--- src/shared/charger_supervisor_cfg.svh ---
`ifndef CHARGER_SUPERVISOR_CFG_SVH
`define CHARGER_SUPERVISOR_CFG_SVH

// Clock rate and derived one-second tick
`define CLK_HZ 125000000
`define SEC_CYCLES (`CLK_HZ)

// Hardware watchdog times in seconds (longest figures)
`define WDG_USB_SHORT_S 336
`define WDG_OTHER_SHORT_S 855
`define WDG_USB_LONG_S 672
`define WDG_OTHER_LONG_S 1709

// PWM dimming
`define PWM_HZ 128
`define PWM_STEPS 255
`define PWM_TICK_CYCLES (`CLK_HZ / (`PWM_HZ * `PWM_STEPS))

// Reset values
`define LED_PULLDOWN_RST 1'b1
`define WDG_TIME_RST 7'h7F
`define CUR_RST 4'h0
`define VOLT_RST 6'h00
`define MIN_BATTERY_VOLTAGE_THRESHOLD_RST 8'h00

`endif

--- src/shared/charger_supervisor_pkg.sv ---
package charger_supervisor_pkg;

  typedef enum logic [1:0] {
    CTRL_HW = 2'b00,
    CTRL_SW = 2'b01
  } ctrl_mode_t;

  typedef enum logic [1:0] {
    LED_SUP_MID = 2'b00,
    LED_SUP_WALL = 2'b01,
    LED_SUP_EXT = 2'b11
  } led_supply_t;

endpackage

--- src/hw/sync2.sv ---
`timescale 1ns/1ps
`include "charger_supervisor_cfg.svh"

module sync2 #(
  parameter int W = 1
) (
  input wire logic clk,
  input wire logic rst_n,
  input wire logic [W-1:0] d,
  output logic [W-1:0] q
);

  logic [W-1:0] meta_reg;

  always_ff @(posedge clk) begin
    if (!rst_n) begin
      meta_reg <= '0;
      q <= '0;
    end else begin
      meta_reg <= d;
      q <= meta_reg;
    end
  end

endmodule

--- src/hw/pwm_dimmer.sv ---
`timescale 1ns/1ps
`include "charger_supervisor_cfg.svh"

module pwm_dimmer #(
  parameter int TICK = `PWM_TICK_CYCLES,
  parameter int STEPS = `PWM_STEPS
) (
  input wire logic clk,
  input wire logic rst_n,
  input wire logic [7:0] duty,
  output logic pwm_out
);

  logic [15:0] div_reg;
  logic [7:0] phase_reg;
  logic tick;

  assign tick = (div_reg == 16'(TICK - 1));

  // ----------------------------------------
  // Tick divider and phase counter
  // ----------------------------------------
  always_ff @(posedge clk) begin
    if (!rst_n) begin
      div_reg <= 16'h0000;
    end else if (tick) begin
      div_reg <= 16'h0000;
    end else begin
      div_reg <= div_reg + 16'h0001;
    end
  end

  always_ff @(posedge clk) begin
    if (!rst_n) begin
      phase_reg <= 8'h00;
    end else if (tick) begin
      if (phase_reg == 8'(STEPS - 1)) begin
        phase_reg <= 8'h00;
      end else begin
        phase_reg <= phase_reg + 8'h01;
      end
    end
  end

  always_ff @(posedge clk) begin
    if (!rst_n) begin
      pwm_out <= 1'b0;
    end else begin
      pwm_out <= (phase_reg < duty);
    end
  end

endmodule

--- src/hw/charger_supervisor_control.sv ---
`timescale 1ns/1ps
`include "charger_supervisor_cfg.svh"


module charger_supervisor_control
  import charger_supervisor_pkg::*;
#(
  parameter int SEC_CYCLES = `SEC_CYCLES,
  parameter int WDG_USB_SHORT_S = `WDG_USB_SHORT_S,
  parameter int WDG_OTHER_SHORT_S = `WDG_OTHER_SHORT_S,
  parameter int WDG_USB_LONG_S = `WDG_USB_LONG_S,
  parameter int WDG_OTHER_LONG_S = `WDG_OTHER_LONG_S,
  parameter int PWM_TICK = `PWM_TICK_CYCLES
) (
  input wire logic clk,
  input wire logic rst_n,
  input wire logic power_on_reset_n,
  input wire logic cfg_temp_gate_disable,
  input wire logic cfg_source_dependency,
  input wire logic cfg_wdg_long,
  input wire logic cfg_detect_invert,
  input wire logic vbus_detect_in,
  input wire logic wall_charger_input,
  input wire logic temp_low_ok_in,
  input wire logic temp_high_ok_in,
  input wire logic battery_removed_in,
  input wire logic charger_type_detect_in,
  input wire logic boost_short_in,
  input wire logic charging_active_in,
  input wire logic state_active,
  input wire logic state_sleep,
  input wire logic charge_enable,
  input wire logic temp_int_mask,
  input wire logic watchdog_kick_bit,
  input wire logic watchdog_time_wr,
  input wire logic [6:0] watchdog_time_field,
  input wire logic charge_current_wr,
  input wire logic [3:0] charge_current_field,
  input wire logic charge_voltage_wr,
  input wire logic [5:0] charge_voltage_field,
  input wire logic limit_wr,
  input wire logic [3:0] limit_current_in,
  input wire logic [5:0] limit_voltage_in,
  input wire logic limit_lock_wr,
  input wire logic boost_mode_wr,
  input wire logic boost_mode_select,
  input wire logic led_sw_enable,
  input wire logic [1:0] led_supply_sel,
  input wire logic [1:0] led_current_sel,
  input wire logic [7:0] led_duty,
  input wire logic led_pulldown_wr,
  input wire logic led_pulldown_val,
  input wire logic min_battery_voltage_threshold_wr,
  input wire logic [7:0] min_battery_voltage_threshold_in,
  output logic charge_run,
  output logic temp_monitor_en,
  output logic temp_ok,
  output logic temp_irq,
  output logic ctrl_sw,
  output logic wdg_expired,
  output logic [3:0] charge_current_out,
  output logic [5:0] charge_voltage_out,
  output logic limit_locked,
  output logic presence_detect_en,
  output logic battery_removed_irq,
  output logic led_on,
  output logic led_pulldown,
  output logic [1:0] led_supply,
  output logic [1:0] led_current,
  output logic boost_on,
  output logic boost_short_irq,
  output logic usb_port_detected,
  output logic [7:0] min_battery_voltage_threshold
);

  logic vbus_s, wall_s, tlo_s, thi_s, brem_s, det_s, short_s;
  logic pwm;
  logic in_window;
  logic in_window_reg;
  logic temp_valid_reg;
  logic brem_reg;
  logic sec_tick;
  logic [26:0] sec_div_reg;
  logic [10:0] wdg_cnt_reg;
  logic [10:0] hw_timeout;
  logic [3:0] cur_req_reg;
  logic [5:0] volt_req_reg;
  logic [6:0] wdg_time_reg;
  logic [3:0] lim_cur_reg;
  logic [5:0] lim_volt_reg;
  logic sw_write;
  logic sw_restart;
  logic supply_present;
  ctrl_mode_t mode_reg;

  // ----------------------------------------
  // Input synchronisers
  // ----------------------------------------
  sync2 #(.W(7)) u_sync (
    .clk(clk),
    .rst_n(rst_n),
    .d({vbus_detect_in, wall_charger_input, temp_low_ok_in, temp_high_ok_in,
        battery_removed_in, charger_type_detect_in, boost_short_in}),
    .q({vbus_s, wall_s, tlo_s, thi_s, brem_s, det_s, short_s})
  );

  pwm_dimmer #(.TICK(PWM_TICK)) u_pwm (
    .clk(clk),
    .rst_n(rst_n),
    .duty(led_duty),
    .pwm_out(pwm)
  );

  // ----------------------------------------
  // Temperature window
  // ----------------------------------------
  assign supply_present = vbus_s | wall_s;
  assign temp_monitor_en = supply_present;
  assign in_window = tlo_s & thi_s;
  assign temp_ok = temp_valid_reg;

  always_ff @(posedge clk) begin
    if (!rst_n) begin
      in_window_reg <= 1'b0;
      temp_valid_reg <= 1'b0;
      temp_irq <= 1'b0;
    end else begin
      in_window_reg <= in_window;
      temp_valid_reg <= supply_present & in_window;
      temp_irq <= supply_present & (in_window != in_window_reg) & ~temp_int_mask;
    end
  end

  // ----------------------------------------
  // Control mode and watchdog
  // ----------------------------------------
  assign sw_write = watchdog_kick_bit | watchdog_time_wr | charge_current_wr | charge_voltage_wr;
  assign sw_restart = watchdog_kick_bit | watchdog_time_wr;
  assign ctrl_sw = (mode_reg == CTRL_SW);

  always_ff @(posedge clk) begin
    if (!rst_n) begin
      mode_reg <= CTRL_HW;
    end else begin
      case (mode_reg)
        CTRL_HW: begin
          if (sw_write) begin
            mode_reg <= CTRL_SW;
          end
        end
        CTRL_SW: begin
          if (!charge_enable) begin
            mode_reg <= CTRL_HW;
          end
        end
        default: begin
          mode_reg <= CTRL_HW;
        end
      endcase
    end
  end

  always_ff @(posedge clk) begin
    if (!rst_n) begin
      wdg_time_reg <= `WDG_TIME_RST;
      cur_req_reg <= `CUR_RST;
      volt_req_reg <= `VOLT_RST;
    end else begin
      if (watchdog_time_wr) begin
        wdg_time_reg <= watchdog_time_field;
      end
      if (charge_current_wr) begin
        cur_req_reg <= charge_current_field;
      end
      if (charge_voltage_wr) begin
        volt_req_reg <= charge_voltage_field;
      end
    end
  end

  always_comb begin
    if (cfg_source_dependency && usb_port_detected) begin
      hw_timeout = cfg_wdg_long ? 11'(WDG_USB_LONG_S) : 11'(WDG_USB_SHORT_S);
    end else begin
      hw_timeout = cfg_wdg_long ? 11'(WDG_OTHER_LONG_S) : 11'(WDG_OTHER_SHORT_S);
    end
  end

  assign sec_tick = (sec_div_reg == 27'(SEC_CYCLES - 1));

  always_ff @(posedge clk) begin
    if (!rst_n || sw_restart || !charge_enable) begin
      sec_div_reg <= 27'h0000000;
    end else if (sec_tick) begin
      sec_div_reg <= 27'h0000000;
    end else begin
      sec_div_reg <= sec_div_reg + 27'h0000001;
    end
  end

  always_ff @(posedge clk) begin
    if (!rst_n) begin
      wdg_cnt_reg <= 11'h000;
      wdg_expired <= 1'b0;
    end else if (!charge_enable) begin
      wdg_cnt_reg <= 11'h000;
      wdg_expired <= 1'b0;
    end else if (sw_restart) begin
      wdg_cnt_reg <= 11'h000;
      wdg_expired <= (watchdog_time_wr ? watchdog_time_field : wdg_time_reg) == 7'h00;
    end else if (sec_tick && !wdg_expired) begin
      wdg_cnt_reg <= wdg_cnt_reg + 11'h001;
      if (ctrl_sw) begin
        wdg_expired <= (wdg_cnt_reg + 11'h001) >= {4'h0, wdg_time_reg};
      end else begin
        wdg_expired <= (wdg_cnt_reg + 11'h001) >= hw_timeout;
      end
    end
  end

  // ----------------------------------------
  // Limit registers, power-on reset domain
  // ----------------------------------------
  always_ff @(posedge clk) begin
    if (!power_on_reset_n) begin
      lim_cur_reg <= `CUR_RST;
      lim_volt_reg <= `VOLT_RST;
      limit_locked <= 1'b0;
    end else begin
      if (limit_wr && !limit_locked) begin
        lim_cur_reg <= limit_current_in;
        lim_volt_reg <= limit_voltage_in;
      end
      if (limit_lock_wr) begin
        limit_locked <= 1'b1;
      end
    end
  end

  always_ff @(posedge clk) begin
    if (!rst_n) begin
      charge_current_out <= `CUR_RST;
      charge_voltage_out <= `VOLT_RST;
    end else begin
      charge_current_out <= (cur_req_reg > lim_cur_reg) ? lim_cur_reg : cur_req_reg;
      charge_voltage_out <= (volt_req_reg > lim_volt_reg) ? lim_volt_reg : volt_req_reg;
    end
  end

  // ----------------------------------------
  // Battery presence and charge gating
  // ----------------------------------------
  // Presence detect enable
  assign presence_detect_en = charge_enable | state_active | state_sleep;

  always_ff @(posedge clk) begin
    if (!rst_n) begin
      brem_reg <= 1'b0;
      battery_removed_irq <= 1'b0;
    end else begin
      brem_reg <= brem_s & presence_detect_en;
      battery_removed_irq <= brem_s & presence_detect_en & ~brem_reg;
    end
  end

  always_ff @(posedge clk) begin
    if (!rst_n) begin
      charge_run <= 1'b0;
    end else begin
      charge_run <= charge_enable & supply_present & ~wdg_expired & ~brem_reg
                    & (cfg_temp_gate_disable | in_window) & ~boost_on;
    end
  end

  always_ff @(posedge clk) begin
    if (!rst_n) begin
      usb_port_detected <= 1'b0;
    end else begin
      usb_port_detected <= det_s ^ cfg_detect_invert;
    end
  end

  // ----------------------------------------
  // Indicator LED
  // ----------------------------------------
  always_ff @(posedge clk) begin
    if (!rst_n) begin
      led_pulldown <= `LED_PULLDOWN_RST;
      led_on <= 1'b0;
      led_supply <= LED_SUP_MID;
      led_current <= 2'h0;
    end else begin
      if (led_pulldown_wr) begin
        led_pulldown <= led_pulldown_val;
      end
      if (led_sw_enable) begin
        led_on <= pwm;
        led_supply <= (led_supply_sel == 2'h2) ? LED_SUP_EXT : led_supply_sel;
        led_current <= led_current_sel;
      end else begin
        led_on <= ~ctrl_sw & charging_active_in & charge_run;
        led_supply <= vbus_s ? LED_SUP_MID : LED_SUP_WALL;
        led_current <= 2'h0;
      end
    end
  end

  // ----------------------------------------
  // Boost mode
  // ----------------------------------------
  always_ff @(posedge clk) begin
    if (!rst_n) begin
      boost_on <= 1'b0;
      boost_short_irq <= 1'b0;
    end else begin
      boost_short_irq <= 1'b0;
      if (boost_on && short_s) begin
        boost_on <= 1'b0;
        boost_short_irq <= 1'b1;
      end else if (boost_mode_wr) begin
        boost_on <= boost_mode_select;
      end
    end
  end

  always_ff @(posedge clk) begin
    if (!rst_n) begin
      min_battery_voltage_threshold <= `MIN_BATTERY_VOLTAGE_THRESHOLD_RST;
    end else if (min_battery_voltage_threshold_wr) begin
      min_battery_voltage_threshold <= min_battery_voltage_threshold_in;
    end
  end

endmodule

--- config.mk ---
export PLATFORM = sky130hd
export DESIGN_NAME = charger_supervisor_control
export DESIGN_NICKNAME = d
export VERILOG_FILES = /design/src/shared/charger_supervisor_pkg.sv /design/src/hw/sync2.sv /design/src/hw/pwm_dimmer.sv /design/src/hw/charger_supervisor_control.sv
export VERILOG_INCLUDE_DIRS = /design/src /design/src/shared
export SDC_FILE = /design/constraint.sdc
export NUM_CORES = 1
export LEC_CHECK = 0
export ABC_AREA = 0
export BUFFER_PORTS_ARGS = -buffer_cell sky130_fd_sc_hd__buf_2
export CELL_PAD_IN_SITES_DETAIL_PLACEMENT = 0
export CELL_PAD_IN_SITES_GLOBAL_PLACEMENT = 1
export CORE_MARGIN = 3
export CORE_UTILIZATION = 38
export DETAILED_ROUTE_END_ITERATION = 8
export PLACE_DENSITY = 0.86
export SLEW_MARGIN = 20
export SYNTH_ARGS = -nofsm -noshare
export SYNTH_HDL_FRONTEND = slang
export SYNTH_SLANG_ARGS = --single-unit
--- constraint.sdc ---
create_clock -name clk -period 2.1 [get_ports clk]
set_input_delay 0.315 -clock clk [delete_from_list [all_inputs] [get_ports clk]]
set_output_delay 0.315 -clock clk [all_outputs]
set_load 0.005 [all_outputs]
**Word level (Yosys, flattened, before mapping)**

Index checks and enable logic that the tools add are counted.

- Register bits: 141
- Logic and storage cells: 114

- Add/sub/neg operators: 4
- Order comparisons: 5
- Eq/ne operators: 8
- Muxes and demuxes: 18
- Bitwise operators: 28
- Reductions and logical operators: 20

Operators by type and width:

| kind | number |
|---|---|
| adder 27 x 1 -> 27 bit, second input constant | 1 |
| equality test 27 bit, second input constant | 1 |
| two-way mux 11 bit | 2 |
| adder 16 x 1 -> 16 bit, second input constant | 1 |
| equality test 16 x 12 -> 1 bit, second input constant | 1 |
| bitwise AND 1 bit | 13 |
| adder 11 x 1 -> 11 bit, second input constant | 1 |
| greater-or-equal comparator 11 bit | 1 |
| greater-or-equal comparator 11 x 7 -> 1 bit | 1 |
| two-way mux 10 bit | 1 |
| adder 8 x 1 -> 8 bit, second input constant | 1 |
| equality test 8 bit, second input constant | 1 |
| < comparator 8 bit | 1 |
| two-way mux 2 bit | 4 |
| two-way mux 8 bit | 1 |
| logical NOT 7 bit | 1 |
| two-way mux 7 bit | 1 |
| NOT 1 bit | 7 |
| OR 1 bit | 7 |
| > comparator 6 bit | 1 |
| two-way mux 1 bit | 6 |
| two-way mux 6 bit | 1 |
| AND reduction 2 bit | 3 |
| OR reduction 2 bit | 3 |
| other kinds (14) | 22 |

**Logic depth before layout (Yosys ltp)**

- Word-level depth: 6
- Mapped depth: 12
- Depth with buffers taken out: 12

**Cells and area by module**

Synthesis repeated with hierarchy kept, for this count alone.

- Cell total of the unflattened synthesis: 736
- Area, all modules: 6605.1 um2

By module, submodules not included:

| module | instances | cells an instance | area an instance (um2) | seq. area each (um2) |
|---|---|---|---|---|
| charger_supervisor_control | 1 | 547 | 4879.7 | 2021.9 |
| pwm_dimmer | 1 | 160 | 1333.8 | 500.5 |
| sync2 | 1 | 29 | 391.6 | 280.3 |

**Least setup slack after synthesis**

OpenSTA, ideal clock, no wires.

- Kind: register to register
- From: register wdg_cnt_reg[0]
- To: register wdg_expired
- Library setup time: 0.132 ns
- Arrival time: 2.094 ns
- Required time: 1.968 ns
- Setup slack: -0.127 ns
- Cell stages (with the launch flop): 13
- Period minus slack after synthesis: 2.227 ns
- Path through: dfxtp_1 -> ha_1 -> nand2_1 -> nor2_1 -> nand3_1 -> xnor2_1 -> ha_1 -> nand3_1 -> nand2_1 -> a31oi_1 -> o211ai_1 -> a21oi_1 -> a211oi_2

- Word-level cells in the longest chain between the ends: 5
- Elaborated cells on any way between the ends: 6

Ends and longest elaborated chain:

| what | line | text |
|---|---|---|
| from (decl) | charger_supervisor_control.sv:84 | `logic [10:0] wdg_cnt_reg;` |
| from (signal assigned) | charger_supervisor_control.sv:212 | `wdg_cnt_reg <= wdg_cnt_reg + 11'h001;` |
| adder 11 x 1 -> 11 bit * | charger_supervisor_control.sv:214, charger_supervisor_control.sv:216 |  |
| greater-or-equal comparator 11 bit / greater-or-equal comparator 11 x 7 -> 1 bit (equally long branches) | charger_supervisor_control.sv:216, charger_supervisor_control.sv:214 |  |
| two-way mux 1 bit * | charger_supervisor_control.sv:213 | `if (ctrl_sw) begin` |
| two-way mux 1 bit * | charger_supervisor_control.sv:211 | `end else if (sec_tick && !wdg_expired) begin` |
| two-way mux 1 bit * | charger_supervisor_control.sv:208 | `end else if (sw_restart) begin` |
| to (signal assigned) | charger_supervisor_control.sv:214 | `wdg_expired <= (wdg_cnt_reg + 11'h001) >= {4'h0, wdg_time_reg};` |
| to (signal assigned) | charger_supervisor_control.sv:216 | `wdg_expired <= (wdg_cnt_reg + 11'h001) >= hw_timeout;` |
| to (decl) | charger_supervisor_control.sv:60 | `output logic wdg_expired,` |

Every way passes the cells marked *; elsewhere a longest branch is shown, timed or not. The select of a mux whose other input is x is not followed.
A chain may end at the register's enable or synchronous reset.

**Worst setup path in the final report**

- From: register wdg_cnt_reg[7]
- To: register wdg_expired

Same word-level chain as after synthesis.

==> results_dict.tcl <==
set metrics [dict create \
    switching_share 0.213 \
    core_sq_um 16600 \
    intPower_mw 5.33 \
    hold_end "limit_locked" \
    wl_um 14400 \
    antenna_found_initial 1 \
    period_share 1.00 \
    clkLatencyLatePin_ns 0.42 \
    synthFlopType "dfxtp_1" \
    antennaDiodeCount 0 \
    rrSetupSlack_ns -0.008 \
    hold_viol_final 0 \
    status "finished with violations" \
    io_buffers 113 \
    h-tree-depth 4 \
    worstHoldPathType "in2reg" \
    cp.required_ns 2.39 \
    synthDistinctLibCells 53 \
    slew_viol_final 0 \
    synthSimpleGateAreaFrac 0.242 \
    largest_register_ff_count 27 \
    endpoint_kind "flip-flop" \
    ant_nets 0 \
    syn_nets 831 \
    cp_max_fo 4 \
    crit_arrival_ns 2.40 \
    grt_util_all_layers 0.159 \
    synth-compound-area-share 0.0717 \
    die_w_um 137 \
    synth_top_family_by_area "simple AND/OR/NAND/NOR gates" \
    crit_start "wdg_cnt_reg[7]" \
    powerDensity_nw_per_um2 827 \
    p_clk_frac 0.517 \
    ctsRootBufferMaster "clkbuf_16" \
    ys_async_sr_fraction 0 \
    switching_power_mw 1.45 \
    min_path_cells 2 \
    vias 5175 \
    grt_overflow 0 \
    fin_skew_ns 0.00618 \
    yosys_warnings 0 \
    whs_ns 0.0891 \
    place_area_sq_um 7420 \
    area_growth_pct 26.4 \
    finalWorstSetupSlack_ns -0.00840 \
    p_leak_nw 3.58 \
    rr_worst_depth 10 \
    die_y_um 137 \
    vias_per_cell 4.81 \
    wl_per_cell_um 13.4 \
    post-place-cells 1044 \
    r2r-end "wdg_expired" \
    cts.sinks 140 \
    fin_cells 1077 \
    pin_count 114 \
    layout-drive-gt1-share 0.229 \
    synthAdderAreaFrac 0.0771 \
    p_total_mw 6.78 \
    synth_edf_count 0 \
    cts_hold_buf 0 \
    r2r-start "wdg_cnt_reg[7]" \
    finalCoreUtilization 0.493 \
    firstDrtPassIters 5 \
    comb_power_share 0.071 \
    drc_errors 0 \
    min-delay-start "limit_lock_wr" \
    synth_mux_area_frac 0.0494 \
    max_slew.worst_pin.slew_ns 0.658 \
    violations "negative setup slack" \
    seq_power_share 0.412 \
    maxCapViolations 0 \
    cts_buffer_depth 2 \
    fp-row-count 47 \
    ys_seq_elements 140 \
    yosysSeqAreaShare 0.432 \
    synth_cells 713 \
    cts_tree "built" \
    max_slew_margin 0.560 \
    synth_area_sq_um 6490 \
    avgSynthCellArea_sq_um 9.10 \
    startpoint_type "flip-flop" \
    criticalPathCategory "reg2reg" \
    fp.dieArea_sq_um 18700 \
    rsz0062_at_grt "true" \
    synth_xor_area_frac 0.0877 \
    clkTransAtPathRegs_ns 0.06 \
    cts_made_buffers 17 \
    initial_core_util 0.390 \
    period_needed_ns 2.11 \
    dr.first_iter.drc_count 193 \
    fin_area_sq_um 8200 \
    grt_max_degree 35 \
    place_congestion 0.851 \
    grt_pass1_vias 4858 \
    max-vdd-ir-drop_mv 0.630 \
    dp_hpwl_um 10400 \
    nets 962 \
    grt_pass1_wl_um 23700 \
    finalSetupViolations 1 \
    fmax_mhz 474 \
]
final cells by class:
class	instances	area, sq um
clock inverter	15	268
inverter	33	124
clock buffer	17	425
multi-input combinational	512	3510
tap	220	275
timing repair buffer	140	781
fill	1550	8440
sequential	140	2810
per-stage QoR:
step                setup WS [ns]   TNS, ns
floorplan                0.000478         0
global placement          0.00849         0
detailed placement        -0.0369   -0.0369
CTS                        0.0376         0
global route               -0.174    -0.174
finish                   -0.00840  -0.00840
power groups by stage:
stage	Clock (mW)	Combinational (mW)	Sequential, mW
2_1_floorplan	0	0.286	2.84
3_3_place_gp	0	0.476	2.85
3_5_place_dp	0	0.482	2.85
4_1_cts	3.58	0.487	2.79
5_1_grt	3.71	0.551	2.80
6_report	3.51	0.483	2.79
synth_stat cells (2+ instances only):
cell type	number	area share
a21o_1	3	0.0035
clkbuf_1	18	0.010
o21ai_0	12	0.0093
o21bai_1	2	0.0023
xor2_1	44	0.059
a21oi_1	15	0.012
o22ai_1	2	0.0019
a21boi_0	12	0.014
nor2b_1	35	0.034
clkbuf_2	2	0.0015
o21ai_1	2	0.0015
a2111oi_0	2	0.0027
inv_1	33	0.019
or2_2	2	0.0019
dfxtp_1	140	0.43
nor2_1	71	0.041
nor3_1	9	0.0069
or3_1	8	0.0077
nand4_1	18	0.017
a31oi_1	3	0.0029
buf_1	2	0.0012
ha_1	40	0.077
nand3_1	27	0.021
o211ai_1	7	0.0081
buf_6	3	0.0052
mux2i_1	32	0.049
nand2_1	70	0.040
buf_2	2	0.0015
and3_1	17	0.016
o21a_1	5	0.0058
nand2b_1	4	0.0039
xnor2_1	21	0.028
nor4_1	4	0.0039
and2_1	19	0.018
and4_1	7	0.0094
nand3b_1	2	0.0023
nor4b_1	2	0.0027
critical path, cell delays in order, from the launching register on:
cell,delay [ns]
dfxtp_1,0.33
nand3_1,0.16
nor3_2,0.30
xor2_1,0.21
ha_1,0.29
a21oi_1,0.15
nand2_1,0.06
a31oi_1,0.13
o211ai_1,0.13
a21oi_2,0.16
a211oi_2,0.05
kinds of logic (layout without fill, tap and decap cells):
logic type      after synthesis  count (layout)
xor+xnor                     65              65
simple gates                304             304
buf+inv                      61             205
mux                          32              32
fa+ha+maj                    40              40
flops                       140             140
compound gates               71              71
worst max-delay path by stage:
stage                  endpoint  cells after the start
floorplan           wdg_expired                     12
global placement    wdg_expired                      9
detailed placement  wdg_expired                      9
CTS                 wdg_expired                      9
global route        wdg_expired                     10
finish              wdg_expired                     10
routing by layer:
metal | part of all wire | up-vias | GRT usage
met4 | 0.014 | 2 | 0.0638
met2 | 0.46 | 99 | 0.242
met1 | 0.47 | 2369 | 0.214
li1 | - | 2688 | -
met5 | 0.00049 | - | 0
met3 | 0.054 | 17 | 0.0430
cells in the final DEF, fill, tap and decap left out, types with 5 or more instances in the layout:
cell         n
bufinv_16    7
nor2b_1     35
buf_4       26
clkbuf_16   17
o21a_1       5
and3_1      17
a21oi_1     12
dfxtp_1    136
ha_1        39
inv_1       33
xor2_1      44
xnor2_1     17
o21ai_0     11
nor2_1      70
and2_1      19
o211ai_1     7
buf_2      113
nand2_1     69
nor3_1       8
or3_1        8
nand3_1     25
a21boi_0    12
and4_1       7
mux2i_1     32
nand4_1     18
repair_timing:
item / 4_1_cts / 5_1_grt
resized for setup: 5 / 15
pin swaps: 0 / 8
buffers inserted: 0 / 1
endpoints found under the hold margin: 0 / 0
endpoints found under the setup margin: 1 / 7
No activity file was read; power rests on OpenSTA's default activity.
